## config.mk

```make
export PLATFORM = sky130hd
export DESIGN_NAME = output_compare_channel_mode
export DESIGN_NICKNAME = d
export VERILOG_FILES = /design/src/oc_pkg.sv /design/src/oc_cmp_if.sv /design/src/oc_ref_core.sv /design/src/output_compare_channel_mode.sv
export SDC_FILE = /design/constraint.sdc
export NUM_CORES = 1
export LEC_CHECK = 0
export ABC_AREA = 1
export ABC_CLOCK_PERIOD_IN_PS = 2000
export BUFFER_PORTS_ARGS = -buffer_cell sky130_fd_sc_hd__buf_2
export CAP_MARGIN = 20
export CORE_ASPECT_RATIO = 1.25
export CORE_MARGIN = 2
export CORE_UTILIZATION = 45
export DETAILED_ROUTE_END_ITERATION = 8
export GPL_TIMING_DRIVEN = 0
export PLACE_DENSITY_LB_ADDON = 0.15
export SYNTH_ARGS = -nofsm -noshare
export SYNTH_HDL_FRONTEND = slang
export SYNTH_SLANG_ARGS = --single-unit
```

## constraint.sdc

```tcl
create_clock -name clk -period 2 [get_ports clk]
set_input_delay 0.1 -clock clk [delete_from_list [all_inputs] [get_ports clk]]
set_output_delay 0.1 -clock clk [all_outputs]
set_load 0.1 [all_outputs]
```

## src/oc_pkg.sv

```systemverilog
// Constants and types for the channel output-compare mode block
// Function
// - Three-bit mode field selects reference behaviour
// - Reference active high; pin level follows polarity
// - Mode 000 ignores comparison, reference held
// - Mode 001 sets reference on match
// - Mode 010 clears reference on match
// - Mode 011 toggles reference on match
// - Mode 100 forces reference inactive
// - Mode 110 first PWM mode levels
// - Mode 111 second PWM mode levels
// - PWM level moves on compare change, or at once when entered from mode 000
// - Unbuffered compare writes take effect at once
// - Buffered writes hit copy, loaded at update
// - Mode and buffer apply only when direction 00
package oc_pkg;

  // ------------------------------------------------------------------
  // Register offsets (byte addresses)
  // ------------------------------------------------------------------
  localparam logic [7:0] MODE_REG_OFF    = 8'h00;
  localparam logic [7:0] COMPARE_REG_OFF = 8'h04;
  localparam logic [7:0] POLARITY_OFF    = 8'h08;
  localparam logic [7:0] STATUS_OFF      = 8'h0C;

  // ------------------------------------------------------------------
  // Field positions
  // ------------------------------------------------------------------
  localparam int MODE_MSB     = 14;
  localparam int MODE_LSB     = 12;
  localparam int BUF_EN_BIT   = 11;
  localparam int DIR_SEL_MSB  = 9;
  localparam int DIR_SEL_LSB  = 8;
  localparam int POLARITY_BIT = 0;
  localparam int STAT_REF_BIT = 0;
  localparam int STAT_OUT_BIT = 1;
  localparam int STAT_ACT_BIT = 2;

  // ------------------------------------------------------------------
  // Reset values and codes
  // ------------------------------------------------------------------
  localparam logic [2:0]  MODE_RST     = 3'h0;
  localparam logic        BUF_EN_RST   = 1'b0;
  localparam logic [1:0]  DIR_SEL_RST  = 2'h0;
  localparam logic [1:0]  DIR_OUTPUT   = 2'h0;
  localparam logic        POLARITY_RST = 1'b0;
  localparam logic        REF_RST      = 1'b0;
  localparam logic [31:0] COMPARE_RST  = 32'h0000_0000;

  typedef enum logic [2:0] {
    MODE_FROZEN    = 3'h0,
    MODE_SET_MATCH = 3'h1,
    MODE_CLR_MATCH = 3'h2,
    MODE_TOGGLE    = 3'h3,
    MODE_FORCE_LO  = 3'h4,
    MODE_FORCE_HI  = 3'h5,
    MODE_PWM_ONE   = 3'h6,
    MODE_PWM_TWO   = 3'h7
  } compare_mode_e;

endpackage

```

## src/oc_cmp_if.sv

```systemverilog
// Carrier between the register side and the reference generator
`timescale 1ns/10ps
interface oc_cmp_if #(parameter int CNT_W = 16);
  logic [2:0]       channel2_compare_mode;
  logic             is_output;
  logic [CNT_W-1:0] compare_active;
  logic [CNT_W-1:0] counter_value;
  logic             count_down;
  logic             channel2_reference;

  modport regs (
    output channel2_compare_mode,
    output is_output,
    output compare_active,
    output counter_value,
    output count_down,
    input  channel2_reference
  );

  modport core (
    input  channel2_compare_mode,
    input  is_output,
    input  compare_active,
    input  counter_value,
    input  count_down,
    output channel2_reference
  );
endinterface

```

## src/oc_ref_core.sv

```systemverilog
// Reference signal generator for one compare channel
`timescale 1ns/10ps
module oc_ref_core
  import oc_pkg::*;
(
  // Clock and reset
  input  wire logic clk,
  input  wire logic arst_n,
  // Channel carrier
  oc_cmp_if.core    cmp
);

  logic ref_q;
  logic ref_d;
  logic pwm_lvl;
  logic pwm_prev_q;
  logic mode_frozen_q;
  logic match;
  logic below;
  logic above;

  assign match = (cmp.counter_value == cmp.compare_active);
  assign below = (cmp.counter_value < cmp.compare_active);
  assign above = (cmp.counter_value > cmp.compare_active);

  // ------------------------------------------------------------------
  // PWM level from counter direction
  // ------------------------------------------------------------------
  always_comb begin
    if (cmp.channel2_compare_mode == MODE_PWM_ONE) begin
      pwm_lvl = cmp.count_down ? !above : below;
    end else begin
      pwm_lvl = cmp.count_down ? above : !below;
    end
  end

  // ------------------------------------------------------------------
  // Next reference level
  // ------------------------------------------------------------------
  always_comb begin
    ref_d = ref_q;
    if (cmp.is_output) begin
      case (cmp.channel2_compare_mode)
        MODE_FROZEN: begin
          ref_d = ref_q;
        end
        MODE_SET_MATCH: begin
          if (match) begin
            ref_d = 1'b1;
          end
        end
        MODE_CLR_MATCH: begin
          if (match) begin
            ref_d = 1'b0;
          end
        end
        MODE_TOGGLE: begin
          if (match) begin
            ref_d = !ref_q;
          end
        end
        MODE_FORCE_LO: begin
          ref_d = 1'b0;
        end
        MODE_FORCE_HI: begin
          ref_d = 1'b1;
        end
        default: begin
          // Entering from another non-frozen mode waits for a change
          if ((pwm_lvl != pwm_prev_q) || mode_frozen_q) begin
            ref_d = pwm_lvl;
          end
        end
      endcase
    end
  end

  always_ff @(posedge clk or negedge arst_n) begin
    if (!arst_n) begin
      ref_q <= REF_RST;
    end else begin
      ref_q <= ref_d;
    end
  end

  // Previous comparison result, tracked in every mode
  always_ff @(posedge clk or negedge arst_n) begin
    if (!arst_n) begin
      pwm_prev_q    <= 1'b0;
      mode_frozen_q <= 1'b1;
    end else begin
      pwm_prev_q    <= pwm_lvl;
      mode_frozen_q <= (cmp.channel2_compare_mode == MODE_FROZEN);
    end
  end

  assign cmp.channel2_reference = ref_q;

endmodule

```

## src/output_compare_channel_mode.sv

```systemverilog
// APB-attached output-compare mode block for timer channel 2
//
// Chosen here: the register addresses and the APB register port.
`timescale 1ns/10ps
module output_compare_channel_mode
  import oc_pkg::*;
#(
  parameter int CNT_W = 16
) (
  // Clock and reset
  input  wire logic             clk,
  input  wire logic             arst_n,
  // APB slave
  input  wire logic             psel,
  input  wire logic             penable,
  input  wire logic             pwrite,
  input  wire logic [7:0]       paddr,
  input  wire logic [31:0]      pwdata,
  output logic [31:0]           prdata,
  output logic                  pready,
  output logic                  pslverr,
  // Timer counter side
  input  wire logic [CNT_W-1:0] counter_value,
  input  wire logic             count_down,
  input  wire logic             update_event,
  // Channel pins
  output logic                  channel2_reference,
  output logic                  channel2_output
);

  // ------------------------------------------------------------------
  // Register state
  // ------------------------------------------------------------------
  logic [2:0]       channel2_compare_mode_q;
  logic             channel2_buffer_enable_q;
  logic [1:0]       channel2_direction_select_q;
  logic             channel2_polarity_q;
  logic [CNT_W-1:0] compare_buffer_q;
  logic [CNT_W-1:0] compare_active_q;
  logic [31:0]      prdata_q;
  logic             out_q;
  logic             is_output;
  logic             buffered;
  logic             setup;
  logic             wr_access;

  oc_cmp_if #(.CNT_W(CNT_W)) cmp ();

  oc_ref_core u_core (
    .clk    (clk),
    .arst_n (arst_n),
    .cmp    (cmp)
  );

  // Decode used only by the error response
  function automatic logic mapped(input logic [7:0] a);
    mapped = (a == MODE_REG_OFF) || (a == COMPARE_REG_OFF) ||
             (a == POLARITY_OFF) || (a == STATUS_OFF);
  endfunction

  assign is_output = (channel2_direction_select_q == DIR_OUTPUT);
  assign buffered  = is_output && channel2_buffer_enable_q;
  assign setup     = psel && !penable;
  assign wr_access = psel && penable && pwrite;

  // ------------------------------------------------------------------
  // APB handshake: zero wait states
  // ------------------------------------------------------------------
  assign pready  = 1'b1;
  assign pslverr = psel && penable && !mapped(paddr);
  assign prdata  = prdata_q;

  // Mode register; status offset is read-only
  always_ff @(posedge clk or negedge arst_n) begin
    if (!arst_n) begin
      channel2_compare_mode_q     <= MODE_RST;
      channel2_buffer_enable_q    <= BUF_EN_RST;
      channel2_direction_select_q <= DIR_SEL_RST;
    end else if (wr_access && (paddr == MODE_REG_OFF)) begin
      channel2_compare_mode_q     <= pwdata[MODE_MSB:MODE_LSB];
      channel2_buffer_enable_q    <= pwdata[BUF_EN_BIT];
      channel2_direction_select_q <= pwdata[DIR_SEL_MSB:DIR_SEL_LSB];
    end
  end

  always_ff @(posedge clk or negedge arst_n) begin
    if (!arst_n) begin
      channel2_polarity_q <= POLARITY_RST;
    end else if (wr_access && (paddr == POLARITY_OFF)) begin
      channel2_polarity_q <= pwdata[POLARITY_BIT];
    end
  end

  // ------------------------------------------------------------------
  // Compare value: buffer copy and active copy
  // ------------------------------------------------------------------
  always_ff @(posedge clk or negedge arst_n) begin
    if (!arst_n) begin
      compare_buffer_q <= COMPARE_RST[CNT_W-1:0];
    end else if (wr_access && (paddr == COMPARE_REG_OFF)) begin
      compare_buffer_q <= pwdata[CNT_W-1:0];
    end
  end

  // PWM without buffering is software's risk outside one-pulse use
  always_ff @(posedge clk or negedge arst_n) begin
    if (!arst_n) begin
      compare_active_q <= COMPARE_RST[CNT_W-1:0];
    end else if (buffered) begin
      if (update_event) begin
        compare_active_q <= compare_buffer_q;
      end
    end else if (wr_access && (paddr == COMPARE_REG_OFF)) begin
      compare_active_q <= pwdata[CNT_W-1:0];
    end
  end

  // ------------------------------------------------------------------
  // Read data, captured in the setup cycle
  // ------------------------------------------------------------------
  always_ff @(posedge clk or negedge arst_n) begin
    if (!arst_n) begin
      prdata_q <= 32'h0000_0000;
    end else if (setup && !pwrite) begin
      prdata_q <= 32'h0000_0000;
      if (paddr == MODE_REG_OFF) begin
        prdata_q[MODE_MSB:MODE_LSB]       <= channel2_compare_mode_q;
        prdata_q[BUF_EN_BIT]              <= channel2_buffer_enable_q;
        prdata_q[DIR_SEL_MSB:DIR_SEL_LSB] <= channel2_direction_select_q;
      end else if (paddr == COMPARE_REG_OFF) begin
        prdata_q[CNT_W-1:0] <= buffered ? compare_buffer_q
                                        : compare_active_q;
      end else if (paddr == POLARITY_OFF) begin
        prdata_q[POLARITY_BIT] <= channel2_polarity_q;
      end else if (paddr == STATUS_OFF) begin
        prdata_q[STAT_REF_BIT] <= cmp.channel2_reference;
        prdata_q[STAT_OUT_BIT] <= out_q;
        prdata_q[STAT_ACT_BIT] <= is_output;
      end
    end
  end

  // ------------------------------------------------------------------
  // Channel carrier and pins
  // ------------------------------------------------------------------
  assign cmp.channel2_compare_mode = channel2_compare_mode_q;
  assign cmp.is_output             = is_output;
  assign cmp.compare_active        = compare_active_q;
  assign cmp.counter_value         = counter_value;
  assign cmp.count_down            = count_down;

  // Pin level follows polarity, one cycle after the reference
  always_ff @(posedge clk or negedge arst_n) begin
    if (!arst_n) begin
      out_q <= POLARITY_RST;
    end else begin
      out_q <= cmp.channel2_reference ^ channel2_polarity_q;
    end
  end

  assign channel2_reference = cmp.channel2_reference;
  assign channel2_output    = out_q;

endmodule

```

# After elaboration in Yosys (flattened, before gate mapping)

Index checks and enable logic that the tools add are counted.
W data, S select, Z words.

Word-level logic and storage cells: 78
Flip-flop bits (word level): 59

Order comparisons: 2
Equality and inequality tests: 15
Bitwise gates (word level): 2
Multiplexer cells: 22
Reductions and logical operators: 26

Operators by type and width:

| cell                 | number |
|---|---|
| $mux W16             | 4 |
| $eq A16 B16 Y1       | 1 |
| $eq A8 B4 Y1 const B | 2 |
| $gt A16 B16 Y1       | 1 |
| $lt A16 B16 Y1       | 1 |
| $mux W13             | 1 |
| $mux W1              | 10 |
| $eq A3 B3 Y1 const B | 3 |
| $logic_and A1 B1 Y1  | 9 |
| $eq A8 B3 Y1 const B | 1 |
| $logic_not A8 Y1     | 1 |
| $mux W8              | 1 |
| $eq A3 B2 Y1 const B | 2 |
| $logic_not A1 Y1     | 6 |
| $mux W3              | 2 |
| $ne A2 B1 Y1 const B | 3 |
| $pmux W1 S6          | 1 |
| $reduce_and A6 Y1    | 1 |
| $reduce_bool A6 Y1   | 1 |
| $logic_or A1 B1 Y1   | 4 |
| $mux W2              | 2 |
| $mux W4              | 1 |
| $eq A3 B1 Y1 const B | 1 |
| $logic_not A3 Y1     | 1 |
| 7 further kinds      | 7 |

# Depth between registers and ports, before layout

Gate-level depths: netlist of the first run.

Word-level depth: 8
Gate-level depth with buffers: 18

# By module

From an unflattened synthesis of the first run, not the netlist that was laid out.

Cell total of the unflattened synthesis: 486
Area total of the unflattened synthesis: 3568.4 um^2

By module, submodules not included:

| module                      | times used | area an instance (um^2) | cells each |
|---|---|---|---|
| output_compare_channel_mode | 1          | 2890.3                  | 384 |
| oc_ref_core                 | 1          | 678.2                   | 102 |

# Least setup slack after synthesis of the first run

No wires, ideal clock.

Kind: reg-to-reg
Start point: reg channel2_direction_select_q[1]
End point: reg prdata_q[1], in the netlist prdata[1]
Cell stages (with the launch flop): 9
Arrival time: 1506 ps
Setup slack: 368 ps
Required time: 1874 ps
Clock period less this slack: 1632 ps
Cells stage by stage: dfrtp_1 -> nor2_1 -> inv_1 -> nor2_1 -> buf_2 -> clkbuf_1 -> o21ai_0 -> nand3_1 -> nand2_1

Word-level cells in the longest chain between the ends: 5

Ends and longest elaborated chain:

| what                            | line                               | source |
|---|---|---|
| from (decl)                     | output_compare_channel_mode.sv:36  | `logic [1:0] channel2_direction_select_q;` |
| from (signal assigned)          | output_compare_channel_mode.sv:82  | `channel2_direction_select_q <= pwdata[DIR_SEL_MSB:DIR_SEL_LSB];` |
| $logic_not A2 Y1                | output_compare_channel_mode.sv:61  | `assign is_output = (channel2_direction_select_q == DIR_OUTPUT);` |
| $logic_and A1 B1 Y1             | output_compare_channel_mode.sv:62  | `assign buffered = is_output && channel2_buffer_enable_q;` |
| $mux W16                        | output_compare_channel_mode.sv:131 | `prdata_q[CNT_W-1:0] <= buffered ? compare_buffer_q` |
| $mux W3                         | output_compare_channel_mode.sv:130 | `end else if (paddr == COMPARE_REG_OFF) begin` |
| $mux W8                         | output_compare_channel_mode.sv:126 | `if (paddr == MODE_REG_OFF) begin` |
| to (signal, indexed assignment) | output_compare_channel_mode.sv:127 | `prdata_q[MODE_MSB:MODE_LSB] <= channel2_compare_mode_q;` |
| to (signal, indexed assignment) | output_compare_channel_mode.sv:128 | `prdata_q[BUF_EN_BIT] <= channel2_buffer_enable_q;` |
| to (signal, indexed assignment) | output_compare_channel_mode.sv:131 |  |
| to (decl)                       | output_compare_channel_mode.sv:40  | `logic [31:0] prdata_q;` |

No other way between the ends.
A chain may end at the register's enable or synchronous reset.

# Final worst setup path of the first run

Start point: reg compare_active_q[15], in the netlist cmp.compare_active[15]
End point: reg u_core.ref_q, in the netlist u_core.cmp.channel2_reference

Word-level cells in the longest chain between the ends: 8
Elaborated cells between the ends (all ways): 17
Those cells by class: order compare: 2; eq/ne: 5; mux: 5; reduce/logical: 5

Ends and longest elaborated chain:

| what                                             | line                                 | source |
|---|---|---|
| from (decl)                                      | output_compare_channel_mode.sv:39    | `logic [CNT_W-1:0] compare_active_q;` |
| from (signal assigned)                           | output_compare_channel_mode.sv:108   | `compare_active_q <= COMPARE_RST[CNT_W-1:0];` |
| from (signal assigned)                           | output_compare_channel_mode.sv:111   | `compare_active_q <= compare_buffer_q;` |
| from (signal assigned)                           | output_compare_channel_mode.sv:114   | `compare_active_q <= pwdata[CNT_W-1:0];` |
| $lt A16 B16 Y1 or $gt A16 B16 Y1 (tied branches) | oc_ref_core.sv:23, oc_ref_core.sv:24 |  |
| $logic_not A1 Y1, on equally long branches       | oc_ref_core.sv:33, oc_ref_core.sv:31 |  |
| $mux W1, on equally long branches                | oc_ref_core.sv:33, oc_ref_core.sv:31 |  |
| $mux W1                                          | oc_ref_core.sv:30                    | `if (cmp.channel2_compare_mode == MODE_PWM_ONE) begin` |
| $ne A1 B1 Y1                                     | oc_ref_core.sv:70                    | `if ((pwm_lvl != pwm_prev_q) \|\| mode_frozen_q) begin` |
| $logic_or A1 B1 Y1                               | oc_ref_core.sv:70                    |  |
| $reduce_bool A6 Y1 (no line)                     | -                                    |  |
| $reduce_and A6 Y1 (no line)                      | -                                    |  |
| to (signal assigned)                             | oc_ref_core.sv:82                    | `ref_q <= ref_d;` |
| to (decl)                                        | oc_ref_core.sv:13                    | `logic ref_q;` |

Several ways; a longest one is shown, not always the timed one. The select of a mux whose other input is x is not followed.

==> results.toml, run 1 <==
[status]
status = "finished clean"

[finish]
final_nets = 588
final_layout_size_suffix_gt1_share_pct = 25.1
final_cell_area_sq_mm = 0.00412
antennaDiodeCount = 0
area_growth_pct = 25.3

[power]
power_density_mw_per_mm2 = 833
power.switching_mw = 1.19
leakage_nw = 2.18
clock_power_share_pct = 36.2
seq_power_share_pct = 38.8
internal_power_mw = 2.24
swShare_pct = 34.8
p_comb_share_pct = 25.0
peakVddDrop_mv = 0.498

[routing]
vias = 2948
met3_length_microns = 362
ant_nets = 0
drt_pass1_iterations = 4
drtIter0Drc = 128
wl_microns = 8330
drc = 0
avgViaCountPerCell = 4.88
wl_met2_microns = 4220
wl_per_cell_microns = 13.8
wl_met1_microns = 3630
top_layer = "met4"

[floorplan]
rows = 34
initial_core_util_pct = 46.8
coreArea_sq_mm = 0.00702
fp.dieH_microns = 99.6
io_pins = 99
die-area_sq_mm = 0.00801
die_x_microns = 80.4

[worst_setup_path]
crit_buf_inv = 2
start_kind = "flip-flop"
crit_family = "simple AND/OR/NAND/NOR gates"
critPathRequiredTime_ns = 2.24
path_class = "reg2reg"
crit_fanout = 3
cpMostUsedCell = "nand2_1"
cpPeakStageDelay_ns = 0.33
crit_chain = "inv_1 > ha_1 > nand2_1 > nor2_1 > nand2_1 > inv_1 > nand2_1 > nand2_1 > nand2_2 > nand2_1 > nand3_1 > nand3_2 > nand2_1 > nand2_1 > nand2_1"
cp-end-kind = "flip-flop"
cp.arrival_ns = 2.10
slowest_stage = "dfrtp_1"

[yosys]
synth_area_leader_cell = "dfrtp_1"
async_flop_share_pct = 100
yosysTopAreaCellShare_pct = 44.2
syn-cell-area_sq_mm = 0.00329
synth_ff_type = "dfrtp_1"
yosys-top-cells-area = "dfrtp_1, nand2_1, o21ai_0, ha_1, inv_1"
syn_avg_cell_area_sq_um = 7.90
syn_inst = 416
synth_edf_count = 0
synth_most_common_cell = "nand2_1"
yosys_warnings = 0
ys_ff_latch = 59
ys_seq_area_share_pct = 45.0
synth_commonest_cells = "nand2_1, o21ai_0, dfrtp_1"
ys_types = 28

[clocking]
clockBufferDepth = 2
cts_tree = "yes"
root_buffer = "clkbuf_8"
numCtsBuffers = 9
clk-insertion-delay-late_ns = 0.35
cts.sinks = 59
cts.htree.levels = 3
cts.clk_slew.worst_paths_ns = 0.07

[timing]
hold_ws_ns = 0.0123
fmax_ghz = 0.538
rsz0062_at_grt = "yes"
period_needed_ns = 1.86
period_share_pct = 92.9
final-setup-viol-count = 0
drv_slew = 0
hold_viol_final = 0
skew_ns = 0.0108
slew_headroom_pct = 53.6
tightest_slew_ns = 0.691

[grt]
grt_usage_pct = 22.7
grt_pass1_wl_microns = 13800
antenna_found_initial = 0
grt_start_max_net_pins = 38
grt_pass1_vias = 2931
grt_overflow = 0

[placement]
place_congestion = 0.837
dp_hpwl_microns = 6200
dpl-instance-area_sq_mm = 0.00380
place.port_buffers = 65

[hold_path]
hold_path_class = "in2reg"

[run]
cap_violations = 0
[cell usage in the layout (no fill, tap or decap), types with 4 or more instances in the layout]
cell type / count
clkbuf_8: 9
inv_2: 4
o21ai_0: 70
nor2_1: 11
nand2_1: 108
conb_1: 17
dfrtp_1: 58
a2bb2oi_1: 6
ha_1: 14
inv_1: 47
nand3_1: 15
clkbuf_1: 8
buf_4: 19
nand2_2: 6
a21oi_1: 15
buf_2: 67
[power by group through the flow]
stage / Clock (mW) / Sequential [mW] / Combinational (mW)
CTS: 1.26 / 1.33 / 0.830
global route: 1.32 / 1.34 / 0.946
detailed placement: 0 / 1.35 / 0.824
floorplan: 0 / 1.50 / 0.475
global placement: 0 / 1.35 / 0.800
finish: 1.24 / 1.33 / 0.859
[cell families (layout without fill, tap and decap cells)]
kind of cell             Yosys count  after routing  share of synthesized area, %
AO/OA/AOI/OAI                     99             99                          16.7
flip-flops                        59             59                          45.0
other                              2             17                         0.228
AND/OR/NAND/NOR                  155            155                          19.9
buffers and inverters             84            167                          11.9
adder cells (fa/ha/maj)           16             16                          6.09
XOR/XNOR                           1              1                         0.267
[tightest hold or removal path: cells and delay by family]
kind / cells / cell delay [ns]
AO/OA/AOI/OAI: 1 / 0.07
buffers and inverters: 2 / 0.15
[final cells by class]
class	instances	area [sq um]
buffer	32	200
fill	679	2900
timing repair buffer	67	355
multi-input combinational	288	1550
clock inverter	7	101
clock buffer	9	124
inverter	52	195
sequential	59	1480
tap	90	113
[repair_timing]
item                                    4_1_cts  5_1_grt
resized for setup                             3       19
hold buffers                                  1        0
pin swaps                                     0        4
cloned                                        0        0
hold endpoints to repair                     22        0
endpoints found under the setup margin       11       25
buffers inserted                              0        0
[final timing paths]
check	startpoint	to	slack (ns)	cells past startpoint
setup reg to reg	cmp.compare_active[15]	u_core.cmp.channel2_reference	0.14	15
setup / recovery	cmp.compare_active[15]	u_core.cmp.channel2_reference	0.14	15
hold reg to reg	prdata[2]	prdata[2]	0.47	1
hold / removal	pwdata[6]	compare_buffer_q[6]	0.01	3
min in group asynchronous	arst_n	prdata[13]	0.27	2
max in group asynchronous	arst_n	u_core.mode_frozen_q	1.10	3
[flip-flops by register name (all words and copies together), names as in the netlist]
name                           count
channel2_buffer_enable_q           1
channel2_compare_mode_q            3
channel2_direction_select_q        2
channel2_output                    1
channel2_polarity_q                1
cmp.compare_active                16
compare_buffer_q                  16
prdata                            16
u_core.cmp.channel2_reference      1
u_core.mode_frozen_q               1
u_core.pwm_prev_q                  1
[per-layer routing]
layer / vias up / GRT usage (%)
met4: 0 / 10.4
met5: - / 0
li1: 1503 / -
met1: 1369 / 28.3
met2: 67 / 37.8
met3: 9 / 4.17
[per-stage QoR]
step	power (mW)	util, %	std cells	worst slack (ns)	setup TNS, ns
detailed placement	2.17	54.2	587	-0.130	-1.08
finish	3.43	58.7	604	0.141	0
global placement	2.15	53.9	586	-0.103	-0.778
floorplan	1.97	-	431	0.368	0
CTS	3.41	57.6	604	0.0405	0
global route	3.61	58.7	604	-0.0207	-0.0207
(Power assumes the default switching activity.)
==> inputs of run 2 (changes only) <==
Settings changed: PLACE_DENSITY_LB_ADDON 0.15 to 0.3.
==> run 2 against run 1 <==
Setup slack lost 0.034 ns. Final area shrank 1.0%. Clock skew shrank 0.0042 ns. Non-clock buffer count grew 1. Clock power shrank 14%. Cell count grew 0.17%. Global-route usage shrank 0.79 points. Wire length shrank 2.6%. Sequential power is essentially flat. First-iteration DRC count grew 29%. Combinational power grew 0.7%. Largest power group unchanged.
==> results.toml, run 2 (synthesis gave the netlist of run 1 again) <==
[clocking]
cts_tree = "yes"
root_buffer = "clkbuf_8"
clk-insertion-delay-late_ns = 0.34
cts.htree.levels = 3
cts.sinks = 59
numCtsBuffers = 9
clockBufferDepth = 2
cts.clk_slew.worst_paths_ns = 0.07

[finish]
mostFrequentLayoutCells = "nand2_1, o21ai_0, buf_2"
final_common_cell = "nand2_1"
multi_input_area_sq_mm = 0.00153
final_nets = 589
seq_area_sq_mm = 0.00148
antennaDiodeCount = 0
final_util_pct = 58.1
fillerInstances = 653
area_growth_pct = 24.1
final_layout_size_suffix_gt1_share_pct = 24.7

[power]
leakage_nw = 2.18
power_density_mw_per_mm2 = 801
seq_power_share_pct = 40.7
p_comb_share_pct = 26.5
swShare_pct = 34.5
clock_power_share_pct = 32.8
power.switching_mw = 1.13
internal_power_mw = 2.14
peakVddDrop_mv = 0.560

[status]
status = "finished clean"

[routing]
drtIter0Drc = 165
drc = 0
avgViaCountPerCell = 4.94
wl_microns = 8110
vias = 2991
ant_nets = 0
drt_pass1_iterations = 4
wl_per_cell_microns = 13.4

[floorplan]
rows = 34
die-area_sq_mm = 0.00801
io_pins = 99
die_x_microns = 80.4
fp.dieH_microns = 99.6
coreArea_sq_mm = 0.00702
initial_core_util_pct = 46.8

[timing]
tightest_slew_ns = 0.838
skew_ns = 0.00654
final-setup-viol-count = 0
slew_headroom_pct = 44.1
period_share_pct = 94.7
period_needed_ns = 1.89
fmax_ghz = 0.528
hold_viol_final = 0
drv_slew = 0
hold_ws_ns = 0.0236

[grt]
grt_usage_pct = 21.9
grt_pass1_vias = 2890
grt_pass1_wl_microns = 13300
grt_start_max_net_pins = 37
grt_overflow = 0
antenna_found_initial = 0

[worst_setup_path]
start_kind = "flip-flop"
critPathRequiredTime_ns = 2.28
path_class = "reg2reg"
cp-end-kind = "flip-flop"
crit_fanout = 10
cp.arrival_ns = 2.17

[hold_path]
hold_path_class = "in2reg"

[run]
cap_violations = 0

[placement]
place_congestion = 0.837
place.port_buffers = 65
dp_hpwl_microns = 5980
## run 2: cell count changes in the layout (fill, tap and decap cells not counted), sizes merged
cell | previous run | this run
bufinv | 2 | 1
clkinvlp | 2 | 1
clkinv | 3 | 4
inv | 52 | 51
clkbuf | 20 | 22
buf | 87 | 88
## run 2: stage by stage
| step | area (sq um) | TNS, ns | instances | power, mW | setup slack, ns |
|---|---|---|---|---|---|
| floorplan | 3340 | 0 | 431 | 1.97 | 0.368 |
| CTS | 4020 | 0 | 604 | 3.25 | 0.00217 |
| global route | 4080 | -0.0416 | 605 | 3.45 | -0.0395 |
| global placement | 3780 | -0.644 | 586 | 2.14 | -0.0751 |
| finish | 4080 | 0 | 605 | 3.26 | 0.107 |
| detailed placement | 3810 | -1.08 | 587 | 2.17 | -0.134 |
## run 2: power groups by stage
| stage | clock [mW] | combinational [mW] | sequential (mW) |
|---|---|---|---|
| 2_1_floorplan | 0 | 0.475 | 1.50 |
| 3_3_place_gp | 0 | 0.795 | 1.35 |
| 3_5_place_dp | 0 | 0.819 | 1.35 |
| 4_1_cts | 1.10 | 0.827 | 1.33 |
| 5_1_grt | 1.15 | 0.957 | 1.34 |
| 6_report | 1.07 | 0.865 | 1.33 |
## run 2: area by class of cell
class	count	area share (%)
buffer	32	4.91
clock buffer	11	3.47
sequential	59	36.2
inverter	52	4.79
multi-input combinational	288	37.5
timing repair buffer	68	9.08
clock inverter	5	1.29
tap	90	2.76
## run 2: worst max-delay path, cell delays in order (launching register included)
cell	delay, ns
dfrtp_1	0.40
nor2_1	0.17
inv_1	0.11
nor2_2	0.24
clkbuf_4	0.26
buf_2	0.25
nand2_1	0.10
o21ai_0	0.10
nand3_1	0.11
nand2_1	0.09
## run 2: final timing paths
| check | from | end | slack (ns) | cells past startpoint |
|---|---|---|---|---|
| worst max-delay path | channel2_direction_select_q[1] | prdata[4] | 0.11 | 9 |
| worst max register to register | channel2_direction_select_q[1] | prdata[4] | 0.11 | 9 |
| worst min register to register | prdata[2] | prdata[2] | 0.48 | 1 |
| worst min-delay path | pwdata[4] | compare_buffer_q[4] | 0.02 | 3 |
| max in group asynchronous | arst_n | u_core.mode_frozen_q | 0.93 | 3 |
| min in group asynchronous | arst_n | cmp.compare_active[15] | 0.40 | 2 |
## run 2: per-layer routing
metal / wire length [microns] / share of wire, % / track usage, %
met1: 3370 / 42 / 27.6
met3: 512 / 6.3 / 5.54
met4: 262 / 3.2 / 10.7
met5: 0 / 0 / 0
met2: 3960 / 49 / 34.8
## run 2: timing repair
item                                   4_1_cts  5_1_grt
buffers inserted                             0        1
endpoints found under the hold margin       35        0
setup endpoints to repair                   11       27
hold buffers                                 1        0
gates resized for setup                      3       16
pin swaps                                    2        5
==> inputs of run 3 (changes only) <==
Settings changed: CAP_MARGIN 20 to 25, CORE_MARGIN 2 to unset, SYNTH_HIERARCHICAL set to 1.
==> run 3 against run 2 <==
Register-to-register slack improved by 0.07 ns. Sequential share of layout area shrank 1.8 points. Clock power fell by 7%. Critical path depth rose by 4. Non-clock buffer count unchanged. Total power fell by 12%. Critical path type unchanged. Critical endpoint is now u_core/cmp.channel2_reference. Largest cell class unchanged.
==> results.toml, run 3 <==
[status]
status = "finished clean"

[yosys]
yosys_warnings = 6
synth_ff_type = "dfrtp_1"
synth-xor-area-share_pct = 0.245
ys_seq_area_share_pct = 41.4
synthMuxAreaShare_pct = 0
ys_types = 31
ys_ff_latch = 59
synthAdderAreaFrac_pct = 5.61
syn-cell-area_sq_mm = 0.00357
synth_area_leader_cell = "dfrtp_1"
yosys-top-cells-area = "dfrtp_1, nand2_1, ha_1, inv_1, nand3_1"
synth_commonest_cells = "nand2_1, dfrtp_1, inv_1"
yosys.area_share.simple_pct = 33.6
synth_edf_count = 0
async_flop_share_pct = 100
synth_most_common_cell = "nand2_1"
synth_compound_area_share_pct = 7.50
syn_avg_cell_area_sq_um = 7.34
yosysTopAreaCellShare_pct = 40.7
synth_top_family_by_area = "simple AND/OR/NAND/NOR gates"
syn_inst = 486

[floorplan]
rows = 35
initial_core_util_pct = 47.4
die_x_microns = 81.7
fp.dieH_microns = 102
io_pins = 99
coreArea_sq_mm = 0.00753
die-area_sq_mm = 0.00829

[grt]
grt_pass1_wl_microns = 13800
grt_start_max_net_pins = 37
grt_usage_pct = 22.2
grt_overflow = 0
antenna_found_initial = 0
grt_pass1_vias = 3152

[timing]
rsz0062_at_grt = "no"
period_needed_ns = 1.82
skew_ns = 0.00821
hold_viol_final = 0
slew_headroom_pct = 62.9
period_share_pct = 91.1
finalSetupTns_ns = 0
tightest_slew_ns = 0.556
drv_slew = 0
final-setup-viol-count = 0
fmax_ghz = 0.549
fin_ws_ns = 0.178

[clocking]
cts.htree.levels = 3
root_buffer = "clkbuf_8"
cts.sinks = 59
clk-insertion-delay-late_ns = 0.34
cts.clk_slew.worst_paths_ns = 0.06
numCtsBuffers = 9
cts_tree = "yes"
clockBufferDepth = 2

[placement]
place.port_buffers = 65
dp_worst_setup_slack_ns = 0.170
place_congestion = 0.879
dp_hpwl_microns = 6460

[routing]
avgViaCountPerCell = 4.86
ant_nets = 0
wl_microns = 8090
vias = 3286
drtIter0Drc = 207
wl_per_cell_microns = 12.0
drt_pass1_iterations = 5
drc = 0

[worst_setup_path]
cpPeakStageDelay_ns = 0.38
critPathRequiredTime_ns = 2.23
cp.arrival_ns = 2.05
cp-end-kind = "flip-flop"
cpMostUsedCell = "nand2_2"
crit_family = "simple AND/OR/NAND/NOR gates"
slowest_stage = "dfrtp_1"
crit_chain = "inv_1 > ha_1 > nand2_2 > nor2_4 > nand4_2 > nor2_4 > nand2_2 > nand2_2 > nand2_2 > o211ai_1 > nand2_1 > nand3_1 > nand2_1"
path_class = "reg2reg"
crit_fanout = 3
start_kind = "flip-flop"
crit_buf_inv = 1

[run]
cap_violations = 0

[power]
power_density_mw_per_mm2 = 670
power.switching_mw = 0.898
peakVddDrop_mv = 0.528
seq_power_share_pct = 44.7
leakage_nw = 2.46
p_comb_share_pct = 20.6
internal_power_mw = 1.98
swShare_pct = 31.3
clock_power_share_pct = 34.7

[finish]
final_layout_size_suffix_gt1_share_pct = 23.8
area_growth_pct = 20.1
mostFrequentLayoutCells = "nand2_1, buf_2, dfrtp_1"
antennaDiodeCount = 0
final_nets = 659
final_common_cell = "nand2_1"

[hold_path]
hold_path_class = "in2reg"
-- run 3: worst paths after layout --
path,start,end,slack [ns],depth (start not counted)
worst max-delay path,cmp.compare_active[7],u_core/cmp.channel2_reference,0.18,13
worst min-delay path,pwdata[3],compare_buffer_q[3],0.01,3
worst max register to register,cmp.compare_active[7],u_core/cmp.channel2_reference,0.18,13
worst min register to register,prdata[14],prdata[14],0.48,2
max in group asynchronous,arst_n,cmp.compare_active[12],1.13,3
min in group asynchronous,arst_n,prdata[3],0.28,2
-- run 3: metrics by stage --
step	hold slack (ns)	util [%]	instance area [sq um]	power, mW	cells
finish	0.0145	56.9	4290	2.87	676
global route	0.0161	56.9	4290	3.02	676
CTS	0.0145	56.8	4280	2.88	675
detailed placement	0.125	54.3	4090	1.90	659
global placement	0.366	54.0	4070	1.88	658
floorplan	-0.196	-	3630	1.74	501
-- run 3: cells by family (layout without fill, tap and decap cells) --
| family | after synthesis | after routing |
|---|---|---|
| compound gates | 52 | 52 |
| xor+xnor | 1 | 1 |
| fa+ha+maj | 16 | 16 |
| buf+inv | 86 | 169 |
| flops | 59 | 59 |
| other cells | 2 | 17 |
| simple gates | 270 | 270 |
-- run 3: final cells by class --
class	count	area [sq um]
Buffer	32	206
Clock buffer	13	169
Clock inverter	2	10.0
Fill cell	739	3250
Inverter	54	203
Multi-Input combinational cell	356	1740
Sequential cell	59	1480
Tap cell	92	115
Timing Repair Buffer	68	363
-- run 3: what timing repair did --
item                                   CTS  global route
buffers inserted                         0             1
resized for setup                        0             0
endpoints found under the hold margin   22             0
hold buffers                             1             0
setup endpoints to repair                0             1
-- run 3: power by group through the flow --
| stage | sequential [mW] | combinational (mW) | clock, mW |
|---|---|---|---|
| after floorplan | 1.30 | 0.437 | 0 |
| after global placement | 1.31 | 0.573 | 0 |
| after detailed placement | 1.31 | 0.591 | 0 |
| after CTS | 1.29 | 0.595 | 1.00 |
| after global routing | 1.29 | 0.670 | 1.06 |
| final | 1.29 | 0.593 | 0.996 |
-- run 3: per-layer routing --
metal / share of wire, % / routed length [microns] / track usage, %
met5: 0 / 0 / 0
met3: 5.6 / 455 / 4.05
met2: 50 / 4080 / 38.7
met1: 42 / 3400 / 26.9
met4: 2.0 / 159 / 8.37
-- run 3: worst register-to-register path, cell delays in order, from the launching register on --
cell and delay (ns):
dfrtp_1 0.38, inv_1 0.06, ha_1 0.30, nand2_2 0.07, nor2_4 0.12, nand4_2 0.12
nor2_4 0.13, nand2_2 0.07, nand2_2 0.09, nand2_2 0.06, o211ai_1 0.09, nand2_1 0.08
nand3_1 0.08, nand2_1 0.06
